## config.mk

```make
export PLATFORM = sky130hd
export DESIGN_NAME = tmr_register_bank
export DESIGN_NICKNAME = d
export VERILOG_FILES = /design/src/rtl/tmr_pkg.sv /design/src/rtl/tmr_rate_timer.sv /design/src/rtl/tmr_i2c_target.sv /design/src/rtl/tmr_register_bank.sv
export SDC_FILE = /design/constraint.sdc
export NUM_CORES = 1
export LEC_CHECK = 0
export ABC_AREA = 1
export BUFFER_PORTS_ARGS = -buffer_cell sky130_fd_sc_hd__buf_2
export CAP_MARGIN = 20
export CORE_UTILIZATION = 55
export CTS_BUF_LIST = sky130_fd_sc_hd__clkbuf_16
export DETAILED_ROUTE_END_ITERATION = 12
export PLACE_DENSITY = 0.72
export SLEW_MARGIN = 20
export SYNTH_ARGS = -nofsm -noshare
export SYNTH_HDL_FRONTEND = slang
export SYNTH_SLANG_ARGS = --single-unit
```

## constraint.sdc

```tcl
create_clock -name clk -period 2.9 [get_ports clk]
set_clock_uncertainty 0.1 [all_clocks]
set_input_delay 0.145 -clock clk [delete_from_list [all_inputs] [get_ports clk]]
set_output_delay 0.145 -clock clk [all_outputs]
set_load 0.01 [all_outputs]
```

## src/rtl/tmr_pkg.sv

```systemverilog
// shared constants and carrier types for the temperature monitor register bank
// Overview of operation
// - first write byte loads the pointer
// - next bytes write pointer register; reads return it
// - pointer resets to local result address
// - result registers converter-owned, reset to zero
// - setup read 0x03, written 0x09, resets zero
// - setup bit 7 masks alert in alert mode
// - setup bit 6 selects standby, no conversions
// - serial access works unchanged in standby
// - outputs follow register writes during standby
// - setup bit 5 selects alert or second shutdown
// - setup bit 2 selects extended range
// - rate read 0x04, written 0x0a, divides oscillator
// - code doubles rate, 0x0a fastest, rest reserved
// - rate resets to 0x08
// - each interval converts both channels
// - above high or at/below low sets flag
// - shutdown low while result exceeds shutdown limit
// - second shutdown low while result exceeds high
// - one hysteresis register at 0x21, default ten
// - extended range adds 64 degrees offset
// - remote low byte holds two quarter bits
// - low byte read freezes high byte until read
// - shutdown releases at limit minus hysteresis
package tmr_pkg;
    // ==========================================================
    // register addresses
    localparam logic [7:0] ADDR_LOCAL_RES = 8'h00;
    localparam logic [7:0] ADDR_REMOTE_HI = 8'h01;
    localparam logic [7:0] ADDR_STATUS    = 8'h02;
    localparam logic [7:0] ADDR_SETUP_RD  = 8'h03;
    localparam logic [7:0] ADDR_RATE_RD   = 8'h04;
    localparam logic [7:0] ADDR_LIM_RD    = 8'h05;
    localparam logic [7:0] ADDR_SETUP_WR  = 8'h09;
    localparam logic [7:0] ADDR_RATE_WR   = 8'h0a;
    localparam logic [7:0] ADDR_LIM_WR    = 8'h0b;
    localparam logic [7:0] ADDR_REMOTE_LO = 8'h10;
    localparam logic [7:0] ADDR_LSHUT     = 8'h1e;
    localparam logic [7:0] ADDR_RSHUT     = 8'h1f;
    localparam logic [7:0] ADDR_HYST      = 8'h21;
    // ==========================================================
    // fields and reset values
    localparam int         SETUP_MASK_BIT  = 7;
    localparam int         SETUP_STBY_BIT  = 6;
    localparam int         SETUP_FUNC_BIT  = 5;
    localparam int         SETUP_RANGE_BIT = 2;
    localparam logic [7:0] SETUP_USED      = 8'he4;
    localparam logic [7:0] SETUP_RESET     = 8'h00;
    localparam logic [7:0] RATE_RESET      = 8'h08;
    localparam logic [3:0] RATE_CODE_MAX   = 4'ha;
    localparam logic [7:0] PTR_RESET       = 8'h00;
    localparam logic [7:0] RES_RESET       = 8'h00;
    localparam logic [7:0] HYST_RESET      = 8'h0a;
    localparam int         LIM_LHIGH = 0;
    localparam int         LIM_LLOW  = 1;
    localparam int         LIM_RHIGH = 2;
    localparam int         LIM_RLOW  = 3;
    localparam int         LIM_LSHUT = 4;
    localparam int         LIM_RSHUT = 5;
    localparam int         LIM_COUNT = 6;
    localparam logic [7:0] LIM_RESET [LIM_COUNT] = '{8'h55, 8'h00, 8'h55, 8'h00, 8'h64, 8'h64};
    // extended range offset: 64 degrees in quarter steps
    localparam logic signed [11:0] EXT_OFFSET_QD = 12'sh100;
    localparam logic signed [11:0] BIN_MAX_QD    = 12'sh1ff;
    localparam logic signed [11:0] EXT_MAX_QD    = 12'sh3ff;
    // ==========================================================
    // timing
    localparam int CLK_PERIOD_NS     = 50;
    localparam int SLOWEST_PERIOD_S  = 16;
    localparam int RATE_DIV_MAX      = 1024;
    localparam int BASE_CYCLES       =
        int'(longint'(SLOWEST_PERIOD_S) * 64'd1000000000 / (RATE_DIV_MAX * CLK_PERIOD_NS));
    // target address: arbitrary value
    localparam logic [6:0] DEV_ADDR  = 7'h2a;
    // ==========================================================
    // carriers
    typedef struct packed {
        logic signed [10:0] local_qd;
        logic signed [10:0] remote_qd;
    } tmr_meas_type;
    typedef struct packed {
        logic       ptr_wr;
        logic       data_wr;
        logic       rd_load;
        logic [7:0] data;
    } tmr_evt_type;
endpackage : tmr_pkg

```

## src/rtl/tmr_rate_timer.sv

```systemverilog
// conversion interval timer
`timescale 1ns/1ps
`default_nettype none
module tmr_rate_timer import tmr_pkg::*; #(
    parameter int BASE = BASE_CYCLES
) (
    // clock and reset
    input  wire logic       clk,
    input  wire logic       rst_n,
    // control
    input  wire logic       run,
    input  wire logic [3:0] code,
    // request
    output logic            conv_req
);
    localparam int PW = $clog2(BASE);
    generate
        if (BASE < 2) begin : g_chk
            $error("BASE too small");
        end
    endgenerate
    logic [PW-1:0] pre_q;
    logic [9:0]    div_q;
    logic [9:0]    last;
    logic          tick;
    // reserved codes run at the fastest rate
    always_comb begin
        last = 10'((11'd1 << (RATE_CODE_MAX - ((code > RATE_CODE_MAX) ? RATE_CODE_MAX : code))) - 11'd1);
        tick = (pre_q == PW'(BASE - 1));
    end
    always_ff @(posedge clk or negedge rst_n) begin
        if (!rst_n) begin
            pre_q    <= '0;
            div_q    <= '0;
            conv_req <= 1'b0;
        end else if (!run) begin
            pre_q    <= '0;
            div_q    <= '0;
            conv_req <= 1'b0;
        end else begin
            pre_q    <= tick ? '0 : PW'(pre_q + 1'b1);
            conv_req <= tick && (div_q >= last);
            if (tick) begin
                div_q <= (div_q >= last) ? '0 : 10'(div_q + 1'b1);
            end
        end
    end
endmodule : tmr_rate_timer
`default_nettype wire

```

## src/rtl/tmr_i2c_target.sv

```systemverilog
// serial two-wire target: byte events toward the register bank
`timescale 1ns/1ps
`default_nettype none
module tmr_i2c_target import tmr_pkg::*; (
    // clock and reset
    input  wire logic       clk,
    input  wire logic       rst_n,
    // bus pins
    input  wire logic       scl_i,
    input  wire logic       sda_i,
    output logic            sda_oe,
    // bank side
    input  wire logic [7:0] rd_data,
    output tmr_evt_type     evt
);
    typedef enum {ST_IDLE, ST_ADDR, ST_AACK, ST_WR, ST_WACK, ST_RD, ST_RACK} tmr_st_type;
    tmr_st_type st_q;
    logic [2:0] scl_q, sda_q;
    logic [3:0] cnt_q;
    logic [7:0] sh_q;
    logic       first_q, rw_q;
    logic       rise, fall, start, stop;
    always_ff @(posedge clk or negedge rst_n) begin
        if (!rst_n) begin
            scl_q <= 3'h7;
            sda_q <= 3'h7;
        end else begin
            scl_q <= {scl_q[1:0], scl_i};
            sda_q <= {sda_q[1:0], sda_i};
        end
    end
    assign rise  = scl_q[1] & ~scl_q[2];
    assign fall  = ~scl_q[1] & scl_q[2];
    assign start = scl_q[1] & scl_q[2] & sda_q[2] & ~sda_q[1];
    assign stop  = scl_q[1] & scl_q[2] & ~sda_q[2] & sda_q[1];
    always_ff @(posedge clk or negedge rst_n) begin
        if (!rst_n) begin
            st_q <= ST_IDLE;
            cnt_q <= '0;
            sh_q <= '0;
            first_q <= 1'b0;
            rw_q <= 1'b0;
            sda_oe <= 1'b0;
            evt <= '0;
        end else begin
            evt <= '0;
            if (start || stop) begin
                st_q   <= start ? ST_ADDR : ST_IDLE;
                cnt_q  <= '0;
                sda_oe <= 1'b0;
            end else if (rise && (st_q == ST_ADDR || st_q == ST_WR)) begin
                sh_q  <= {sh_q[6:0], sda_q[1]};
                cnt_q <= 4'(cnt_q + 1'b1);
            end else if (rise && st_q == ST_RD) begin
                cnt_q <= 4'(cnt_q + 1'b1);
            end else if (rise && st_q == ST_RACK) begin
                if (sda_q[1]) st_q <= ST_IDLE;
            end else if (fall) begin
                case (st_q)
                    ST_ADDR: if (cnt_q == 4'h8) begin
                        if (sh_q[7:1] == DEV_ADDR) begin
                            sda_oe <= 1'b1;
                            rw_q   <= sh_q[0];
                            st_q   <= ST_AACK;
                        end else st_q <= ST_IDLE;
                    end
                    ST_AACK, ST_RACK: begin
                        cnt_q <= '0;
                        if (rw_q) begin
                            sh_q        <= rd_data;
                            sda_oe      <= ~rd_data[7];
                            evt.rd_load <= 1'b1;
                            st_q        <= ST_RD;
                        end else begin
                            sda_oe  <= 1'b0;
                            first_q <= 1'b1;
                            st_q    <= ST_WR;
                        end
                    end
                    ST_WR: if (cnt_q == 4'h8) begin
                        sda_oe      <= 1'b1;
                        evt.ptr_wr  <= first_q;
                        evt.data_wr <= ~first_q;
                        evt.data    <= sh_q;
                        first_q     <= 1'b0;
                        st_q        <= ST_WACK;
                    end
                    ST_WACK: begin
                        sda_oe <= 1'b0;
                        cnt_q  <= '0;
                        st_q   <= ST_WR;
                    end
                    ST_RD: if (cnt_q == 4'h8) begin
                        sda_oe <= 1'b0;
                        st_q   <= ST_RACK;
                    end else begin
                        sda_oe <= ~sh_q[6];
                        sh_q   <= {sh_q[6:0], 1'b0};
                    end
                    default: st_q <= ST_IDLE;
                endcase
            end
        end
    end
endmodule : tmr_i2c_target
`default_nettype wire

```

## src/rtl/tmr_register_bank.sv

```systemverilog
// register bank, result formatting and limit comparison of the temperature monitor
`timescale 1ns/1ps
`default_nettype none
module tmr_register_bank import tmr_pkg::*; #(
    parameter int BASE = BASE_CYCLES
) (
    // clock and reset
    input  wire logic         clk,
    input  wire logic         rst_n,
    // serial bus pins, open drain
    input  wire logic         scl_i,
    input  wire logic         sda_i,
    output logic              sda_oe,
    // converter
    output logic              conv_req,
    input  wire logic         meas_valid,
    input  wire tmr_meas_type meas,
    // alarm pins, active low
    output logic              overtemp_shutdown_n,
    output logic              shared_alert_pin_n
);
    // ==========================================================
    // state
    logic [7:0]  ptr_q;
    logic [7:0]  local_q, remote_hi_q, remote_lo_q;
    logic [7:0]  setup_q, rate_q, hyst_q;
    logic [7:0]  lim_q [LIM_COUNT];
    logic        lock_q;
    logic [3:0]  flag_q;
    logic        lshut_q, rshut_q, lsec_q, rsec_q;
    logic [7:0]  rd_data;
    tmr_evt_type evt;
    logic        lhigh, llow, rhigh, rlow, alert;
    logic [9:0]  enc_local, enc_remote;
    logic        func_sel, mask_bit, ext_range, standby;

    assign mask_bit  = setup_q[SETUP_MASK_BIT];
    assign standby   = setup_q[SETUP_STBY_BIT];
    assign func_sel  = setup_q[SETUP_FUNC_BIT];
    assign ext_range = setup_q[SETUP_RANGE_BIT];

    // ==========================================================
    // helpers
    function automatic logic [9:0] encode_temp(input logic signed [10:0] qd, input logic ext);
        logic signed [11:0] v;
        logic signed [11:0] top;
        v   = ext ? 12'({qd[10], qd} + EXT_OFFSET_QD) : {qd[10], qd};
        top = ext ? EXT_MAX_QD : BIN_MAX_QD;
        if (v < 12'sd0) begin
            encode_temp = '0;
        end else if (v > top) begin
            encode_temp = 10'(top);
        end else begin
            encode_temp = v[9:0];
        end
    endfunction : encode_temp

    // set above limit, release only at limit minus hysteresis
    function automatic logic shut_next(input logic st, input logic [7:0] res,
                                       input logic [7:0] lim, input logic [7:0] hyst);
        if (res > lim) begin
            shut_next = 1'b1;
        end else if ({1'b0, res} + {1'b0, hyst} <= {1'b0, lim}) begin
            shut_next = 1'b0;
        end else begin
            shut_next = st;
        end
    endfunction : shut_next

    // ==========================================================
    // serial target and interval timer
    tmr_i2c_target u_i2c (
        .clk     (clk),
        .rst_n   (rst_n),
        .scl_i   (scl_i),
        .sda_i   (sda_i),
        .sda_oe  (sda_oe),
        .rd_data (rd_data),
        .evt     (evt)
    );

    tmr_rate_timer #(.BASE(BASE)) u_timer (
        .clk      (clk),
        .rst_n    (rst_n),
        .run      (~standby),
        .code     (rate_q[3:0]),
        .conv_req (conv_req)
    );

    // ==========================================================
    // pointer
    always_ff @(posedge clk or negedge rst_n) begin
        if (!rst_n) begin
            ptr_q <= PTR_RESET;
        end else if (evt.ptr_wr) begin
            ptr_q <= evt.data;
        end
    end

    // ==========================================================
    // writable registers; bus stays live in standby
    always_ff @(posedge clk or negedge rst_n) begin
        if (!rst_n) begin
            setup_q <= SETUP_RESET;
            rate_q  <= RATE_RESET;
            hyst_q  <= HYST_RESET;
            for (int i = 0; i < LIM_COUNT; i++) begin
                lim_q[i] <= LIM_RESET[i];
            end
        end else if (evt.data_wr) begin
            case (ptr_q)
                ADDR_SETUP_WR: setup_q <= evt.data & SETUP_USED;
                ADDR_RATE_WR:  rate_q  <= evt.data;
                ADDR_HYST:     hyst_q  <= evt.data;
                ADDR_LSHUT:    lim_q[LIM_LSHUT] <= evt.data;
                ADDR_RSHUT:    lim_q[LIM_RSHUT] <= evt.data;
                default: begin
                    for (int i = 0; i < 4; i++) begin
                        if (ptr_q == 8'(ADDR_LIM_WR + i)) lim_q[i] <= evt.data;
                    end
                end
            endcase
        end
    end

    // ==========================================================
    // converter results; bus writes never reach them
    assign enc_local  = encode_temp(meas.local_qd, ext_range);
    assign enc_remote = encode_temp(meas.remote_qd, ext_range);

    always_ff @(posedge clk or negedge rst_n) begin
        if (!rst_n) begin
            local_q     <= RES_RESET;
            remote_hi_q <= RES_RESET;
            remote_lo_q <= RES_RESET;
        end else if (meas_valid) begin
            local_q     <= enc_local[9:2];
            remote_lo_q <= {enc_remote[1:0], 6'h00};
            if (!lock_q) begin
                remote_hi_q <= enc_remote[9:2];
            end
        end
    end

    // low byte read freezes the high byte until it is read
    always_ff @(posedge clk or negedge rst_n) begin
        if (!rst_n) begin
            lock_q <= 1'b0;
        end else if (evt.rd_load && ptr_q == ADDR_REMOTE_LO) begin
            lock_q <= 1'b1;
        end else if (evt.rd_load && ptr_q == ADDR_REMOTE_HI) begin
            lock_q <= 1'b0;
        end
    end

    // ==========================================================
    // read path
    always_comb begin
        case (ptr_q)
            ADDR_LOCAL_RES: rd_data = local_q;
            ADDR_REMOTE_HI: rd_data = remote_hi_q;
            ADDR_REMOTE_LO: rd_data = remote_lo_q;
            ADDR_STATUS:    rd_data = {1'b0, flag_q, 1'b0, rshut_q, lshut_q};
            ADDR_SETUP_RD:  rd_data = setup_q;
            ADDR_RATE_RD:   rd_data = rate_q;
            ADDR_HYST:      rd_data = hyst_q;
            ADDR_LSHUT:     rd_data = lim_q[LIM_LSHUT];
            ADDR_RSHUT:     rd_data = lim_q[LIM_RSHUT];
            default: begin
                rd_data = 8'h00;
                for (int i = 0; i < 4; i++) begin
                    if (ptr_q == 8'(ADDR_LIM_RD + i)) rd_data = lim_q[i];
                end
            end
        endcase
    end

    // ==========================================================
    // limit comparison, continuous so writes act at once
    always_comb begin
        lhigh = local_q > lim_q[LIM_LHIGH];
        llow  = local_q <= lim_q[LIM_LLOW];
        rhigh = remote_hi_q > lim_q[LIM_RHIGH];
        rlow  = remote_hi_q <= lim_q[LIM_RLOW];
    end

    // flags stick in alert mode; a status read clears those whose cause is gone
    always_ff @(posedge clk or negedge rst_n) begin
        if (!rst_n) begin
            flag_q <= '0;
        end else if (func_sel) begin
            flag_q <= {lhigh, llow, rhigh, rlow};
        end else if (evt.rd_load && ptr_q == ADDR_STATUS) begin
            flag_q <= {lhigh, llow, rhigh, rlow}; // set wins over clear
        end else begin
            flag_q <= flag_q | {lhigh, llow, rhigh, rlow};
        end
    end

    assign alert = |flag_q && !mask_bit;

    always_ff @(posedge clk or negedge rst_n) begin
        if (!rst_n) begin
            lshut_q <= 1'b0;
            rshut_q <= 1'b0;
            lsec_q  <= 1'b0;
            rsec_q  <= 1'b0;
        end else begin
            lshut_q <= shut_next(lshut_q, local_q, lim_q[LIM_LSHUT], hyst_q);
            rshut_q <= shut_next(rshut_q, remote_hi_q, lim_q[LIM_RSHUT], hyst_q);
            lsec_q  <= shut_next(lsec_q, local_q, lim_q[LIM_LHIGH], hyst_q);
            rsec_q  <= shut_next(rsec_q, remote_hi_q, lim_q[LIM_RHIGH], hyst_q);
        end
    end

    // pins registered; alarms stay live in standby
    always_ff @(posedge clk or negedge rst_n) begin
        if (!rst_n) begin
            overtemp_shutdown_n <= 1'b1;
            shared_alert_pin_n  <= 1'b1;
        end else begin
            overtemp_shutdown_n <= ~(lshut_q | rshut_q);
            shared_alert_pin_n  <= func_sel ? ~(lsec_q | rsec_q) : ~alert;
        end
    end
endmodule : tmr_register_bank
`default_nettype wire

```

* Word level (Yosys, flattened, before mapping)
Index checks and enable logic that the tools add are counted.
** Word-level totals
- Bits in registers :: 199
- Bits of input ports :: 27
- Output and inout port bits :: 4
- Logic and storage cells :: 265
** Operators by class
- $add $sub $neg :: 9
- Magnitude comparators :: 16
- Equal/unequal tests :: 48
- Shifts and indexed selects :: 1
- Mux-type cells :: 83
- Bitwise logic cells :: 26
- Reduce and logical (&&, ||, !) cells :: 46
** Operators with widths (number)
- 32-bit 2-to-1 mux :: 9
- 32-bit one-hot mux with 5 select lines :: 1
- 32-bit by 3-bit equality test with 1-bit output (second input constant) :: 4
- 32-bit by 2-bit equality test with 1-bit output (second input constant) :: 3
- 8-bit 2-to-1 mux :: 12
- 10-bit 2-to-1 mux :: 8
- 8-bit one-hot mux with 9 select lines :: 1
- 32-bit by 4-bit equality test with 1-bit output (second input constant) :: 2
- 8-bit by 4-bit equality test with 1-bit output (second input constant) :: 7
- 11-bit 2-to-1 mux :: 5
- 19-bit 2-to-1 mux :: 2
- 9-bit by 8-bit <= comparator with 1-bit output :: 4
- 4-bit 2-to-1 mux :: 9
- 32-bit by 1-bit equality test with 1-bit output (second input constant) :: 1
- 8-bit by 3-bit equality test with 1-bit output (second input constant) :: 4
- 8-bit > comparator :: 4
- 1-bit 2-to-1 mux :: 27
- 11-bit by 10-bit adder with 12-bit output (second input constant) :: 2
- 8-bit by 5-bit equality test with 1-bit output (second input constant) :: 3
- 12-bit by 1-bit < comparator with 1-bit output (second input constant) :: 2
- 12-bit 2-to-1 mux :: 2
- 8-bit AND reduction :: 3
- 19-bit by 1-bit adder with 19-bit output (second input constant) :: 1
- 19-bit equality test (second input constant) :: 1
- 45 further kinds :: 112

* Longest topological paths before layout
- Depth after elaboration :: 14
- Depth in mapped cells :: 20
- Mapped depth without buffers :: 20

* Hierarchy
Synthesis repeated with hierarchy kept, for this count alone.
** Second synthesis, totals
- Cell total of the unflattened synthesis :: 1472
- Area, all modules :: 11517.3 µm²
** By module, submodules not included
- tmr_register_bank :: times used 1, cells each 957, area each 7557.2 µm², seq. area each 2651.3 µm²
- tmr_rate_timer :: times used 1, cells each 308, area each 2192.1 µm², seq. area each 750.7 µm²
- tmr_i2c_target :: times used 1, cells each 207, area each 1767.9 µm², seq. area each 883.3 µm²

* Worst setup path before layout
Ideal clock, no wire load.
- Kind :: reg-to-reg
- Start point :: register remote_hi_q[0]
- End point :: register rsec_q
- Setup time :: 0.132 ns
- Arrival :: 2.330 ns
- Required time :: 2.668 ns
- Path slack :: 0.337 ns
- Stages on the path, launching flop included :: 21
- Path buffers :: 0
- Clock period less this slack :: 2.563 ns
- Cell sequence :: dfrtp_1 -> ha_1 -> fa_1 -> nand3_1 -> nand2_1 -> a21oi_1 -> nor2_1 -> nor2_1 -> xor2_1 -> inv_1 -> ha_1 -> nand2_1 -> inv_1 -> nand2_1 -> nand2_1 -> nand2_1 -> nand2_1 -> nand2_1 -> nand2_1 -> nand2_1 -> nand2_1
** Between the ends
- Cells in the longest elaborated chain, start to end :: 3
- Elaborated cells between the ends (all ways) :: 5
- Those cells by class :: 1 x add/sub; 2 x order compare; 1 x mux; 1 x reduce/logical
** RTL lines
- from (decl) :: line tmr_register_bank.sv:25 : logic [7:0] local_q, remote_hi_q, remote_lo_q;
- from (signal assigned) :: line tmr_register_bank.sv:140 : remote_hi_q <= enc_remote[9:2];
- 8-bit by 8-bit adder with 9-bit output :: line tmr_register_bank.sv:63 : end else if ({1'b0, res} + {1'b0, hyst} <= {1'b0, lim}) begin
- 9-bit by 8-bit <= comparator with 1-bit output :: line tmr_register_bank.sv:63
- 2-bit nonzero test (no source line)
- to (signal assigned) :: line tmr_register_bank.sv:212 : rsec_q <= shut_next(rsec_q, remote_hi_q, lim_q[LIM_RHIGH], hyst_q);
- to (decl) :: line tmr_register_bank.sv:30 : logic lshut_q, rshut_q, lsec_q, rsec_q;
Several ways; a longest one is shown, not always the timed one.
A chain may end at the register's enable or synchronous reset.

* Worst setup path after layout
- Start point :: register hyst_q[0]
- End point :: register lshut_q
** Between the ends
- Cells in the longest elaborated chain, start to end :: 3
** RTL lines
- from (decl) :: line tmr_register_bank.sv:26 : logic [7:0] setup_q, rate_q, hyst_q;
- from (signal assigned) :: line tmr_register_bank.sv:114 : ADDR_HYST: hyst_q <= evt.data;
- 8-bit by 8-bit adder with 9-bit output :: line tmr_register_bank.sv:63
- 9-bit by 8-bit <= comparator with 1-bit output :: line tmr_register_bank.sv:63
- 2-bit nonzero test (no source line)
- to (signal assigned) :: line tmr_register_bank.sv:209 : lshut_q <= shut_next(lshut_q, local_q, lim_q[LIM_LSHUT], hyst_q);
- to (decl) :: line tmr_register_bank.sv:30
No other way between the ends.

==> results.toml <==
[sta]
setup_viol = 0
worst_pin_slew_ps = 704.3
fmax_ghz = 0.3583
finalCriticalPeriod_ps = 2791
maxSlewViolCount = 0
hold_viol_final = 0
grt_setup_unrepaired = "yes"
setup_slack_ps = 108.8
slew_headroom_pct = 53.04
fin_crit_sh_pct = 96.25

[finish]
nFillCells = 1729
drive_above_1_share_pct = 11.26
fin_cells = 1775
layout_commonest_cell = "nand2_1"
antenna_cells = 0
area_growth_pct = 12.71
utilization_pct = 63.79
mostFrequentLayoutCells = "nand2_1, nor2_1, inv_1, dfrtp_1, o21ai_0"
nNetsFinal = 1638

[clock_tree]
clock-sinks = 170
clk_latency_ps = 440
cts_htree_levels = 4
numCtsBuffers = 17
clk_transition_reported_paths_ps = 70
cts_buffer_depth = 2
cts_root_buf = "clkbuf_16"
cts_tree = "built"

[setup_path]
end_kind = "register"
cpMaxStageDelayCell = "dfrtp_2"
critPathKind = "reg -> reg"
crit_path_start_kind = "register"
crit_arrival_ps = 3020
slowest_delay_ps = 450
r2r-start = "hyst_q[0]"
path_common_cell = "nand2_1"
path_cells = "ha_2, fa_2, nand3_1, nand2_2, a21oi_2, nor2_1, nor2_1, xor2_1, inv_1, ha_1, nand2_1, inv_1, nand2_1, nor2_1, nand4_1, nand2_1, nand2_1, nand2_1, nand2_1"
worstPathMaxFanout = 3
worstReg2RegEnd = "lshut_q"
path_delay_family = "simple AND/OR/NAND/NOR gates"
r2r_setup_slack_ps = 110
worst-path-buf-inv = 2
crit_path_start = "hyst_q[0]"
required_ps = 3130
reg2regPathDepth = 19

[route]
wirelength_um = 31100
viasPerCell = 5.675
dr.pass1.iters = 8
vias = 10070
antenna_left = 0
drc = 0
detail_route.wl_per_cell_um = 17.52
drtIter0Drc = 907

[logic_synthesis]
synth_top_family_by_area = "simple AND/OR/NAND/NOR gates"
synth_edf_count = 0
synth_cells = 1431
yosysSeqAreaShare_pct = 38.65
syn_avg_cell_area_um2 = 7.749
synth-seq-cells = 170
synthesis.nets = 1572
yosys.area_share.adder_pct = 13.00
synthMuxAreaShare_pct = 0
async_reset_ff_share_pct = 100.0
syn_area_um2 = 11090
synth_compound_area_share_pct = 12.45
synth_flop_cell = "dfrtp_1"
synth_cell_type_count = 51
synth_xor_area_share_pct = 2.291
synthSimpleGateAreaFrac_pct = 26.78
synth_warnings = 0

[worst_hold_path]
hold_path.class = "in -> reg"
hold_depth = 4
whs_endpoint = "remote_hi_q[6]"
worstHoldStart = "meas[8]"

[floorplan]
initial_core_util_pct = 56.60
pin_count = 31
fp.dieW_um = 144.0
dieArea_um2 = 20730
chipHeight_um = 144.0
core_area_um2 = 19590
rows = 51

[power_and_ir_drop]
peakVddDrop_mv = 0.4325
p_leak_nw = 5.875
power.density_nw_per_um2 = 444.2

[placement]
gp_congestion = 0.9912
post-place-ws_ps = 67.02
dp_cells = 1722
hpwl_um = 23340
io_buffers = 28

[global_routing]
grt_pass1_vias = 9302
antenna_found_initial = 0
track_usage_pct = 31.76
grt_pass1_wl_um = 49270
grt_max_degree = 73
grt-ovfl-total = 0

[job]
cap_violations = 0

[run_status]
run_status = "finished clean"
[tightest hold or removal path: cells and delay by family]
kind | cells | cell delay, ps
buffers and inverters | 1 | 90
AOI/OAI and AO/OA | 2 | 180
and+or+nand+nor | 1 | 100
[synthesized netlist by cell type, types with 6 or more instances]
cell type	number	area, um2
o21ai_1	19	95.09
nand2_2	9	56.30
xnor2_1	6	52.55
inv_1	161	604.3
dfrtp_1	145	3628
nand3_1	90	450.4
ha_1	112	1401
nand2_1	324	1216
inv_2	10	37.54
xor2_1	23	201.4
clkbuf_1	8	30.03
buf_2	7	35.03
o31ai_1	6	45.04
o211ai_1	11	82.58
nor2_1	165	619.3
nor2_2	8	50.05
o21ai_0	110	550.5
nor3_1	19	95.09
o21a_1	11	82.58
nor4_1	7	43.79
a21oi_1	72	360.4
dfstp_2	25	656.9
nand4_1	28	175.2
nor2_4	8	90.09
[final cells by class]
class,instances,area (um2),share of cell area (%)
sequential,170,4287,34.30
inverter,176,670.6,5.366
clock buffer,17,425.4,3.404
tap,265,331.6,2.653
timing repair buffer,65,496.7,3.975
multi-input combinational,1067,6133,49.08
clock inverter,15,152.6,1.221
[worst max-delay path by stage]
stage	slack (ps)	depth (start not counted)	to
after floorplan	340	20	rsec_q
after CTS	60	19	lshut_q
after global routing	-80	19	rsec_q
after global placement	110	19	lshut_q
final	110	19	lshut_q
after detailed placement	70	19	lshut_q
[power by group]
part	leakage (nW)	internal, mW	total (mW)	switching [mW]
clock	0.276	1.27	2.27	1.00
sequential	2.21	2.45	2.54	0.0925
combinational	3.39	0.295	0.735	0.440
[metrics by stage]
stage / hold WS (ps) / power [mW] / setup TNS, ps / instance area [um2]
after global placement: 115.1 / 3.254 / 0 / 11620
after global routing: 36.47 / 5.797 / -192.7 / 12500
after floorplan: -250.6 / 2.991 / 0 / 11090
after CTS: 18.23 / 5.563 / 0 / 12390
after detailed placement: 120.8 / 3.278 / 0 / 11620
final: 24.58 / 5.552 / 0 / 12500
[logic make-up (layout without fill, tap and decap cells)]
logic type | after synthesis | after routing
compound gates | 249 | 249
xor+xnor | 29 | 29
fa+ha+maj | 114 | 114
buf+inv | 194 | 273
flops | 170 | 170
simple gates | 675 | 675
[flip-flops by register name (all words and copies together) (netlist names), 8 cells and up]
register       count
hyst_q             8
lim_q             48
local_q            8
remote_hi_q        8
u_timer.div_q     10
ptr_q              8
u_timer.pre_q     19
rate_q             8
u_i2c.sh_q         8
u_i2c.evt         11
[routing by layer]
layer / routed length, um / vias up / GRT usage [%]
met1: 14150 / 4760 / 45.14
met4: 705 / 0 / 8.903
met3: 2510 / 54 / 6.987
li1: - / 4890 / -
met5: 0 / - / 0
met2: 13730 / 369 / 48.54
[repair_timing]
| action | 4_1_cts | 5_1_grt |
|---|---|---|
| setup buffers | 0 | 2 |
| setup endpoints to repair | 0 | 4 |
| resized for setup | 0 | 19 |
| endpoints found under the hold margin | 75 | 0 |
| hold buffers | 19 | 0 |
(Power assumes the default switching activity.)
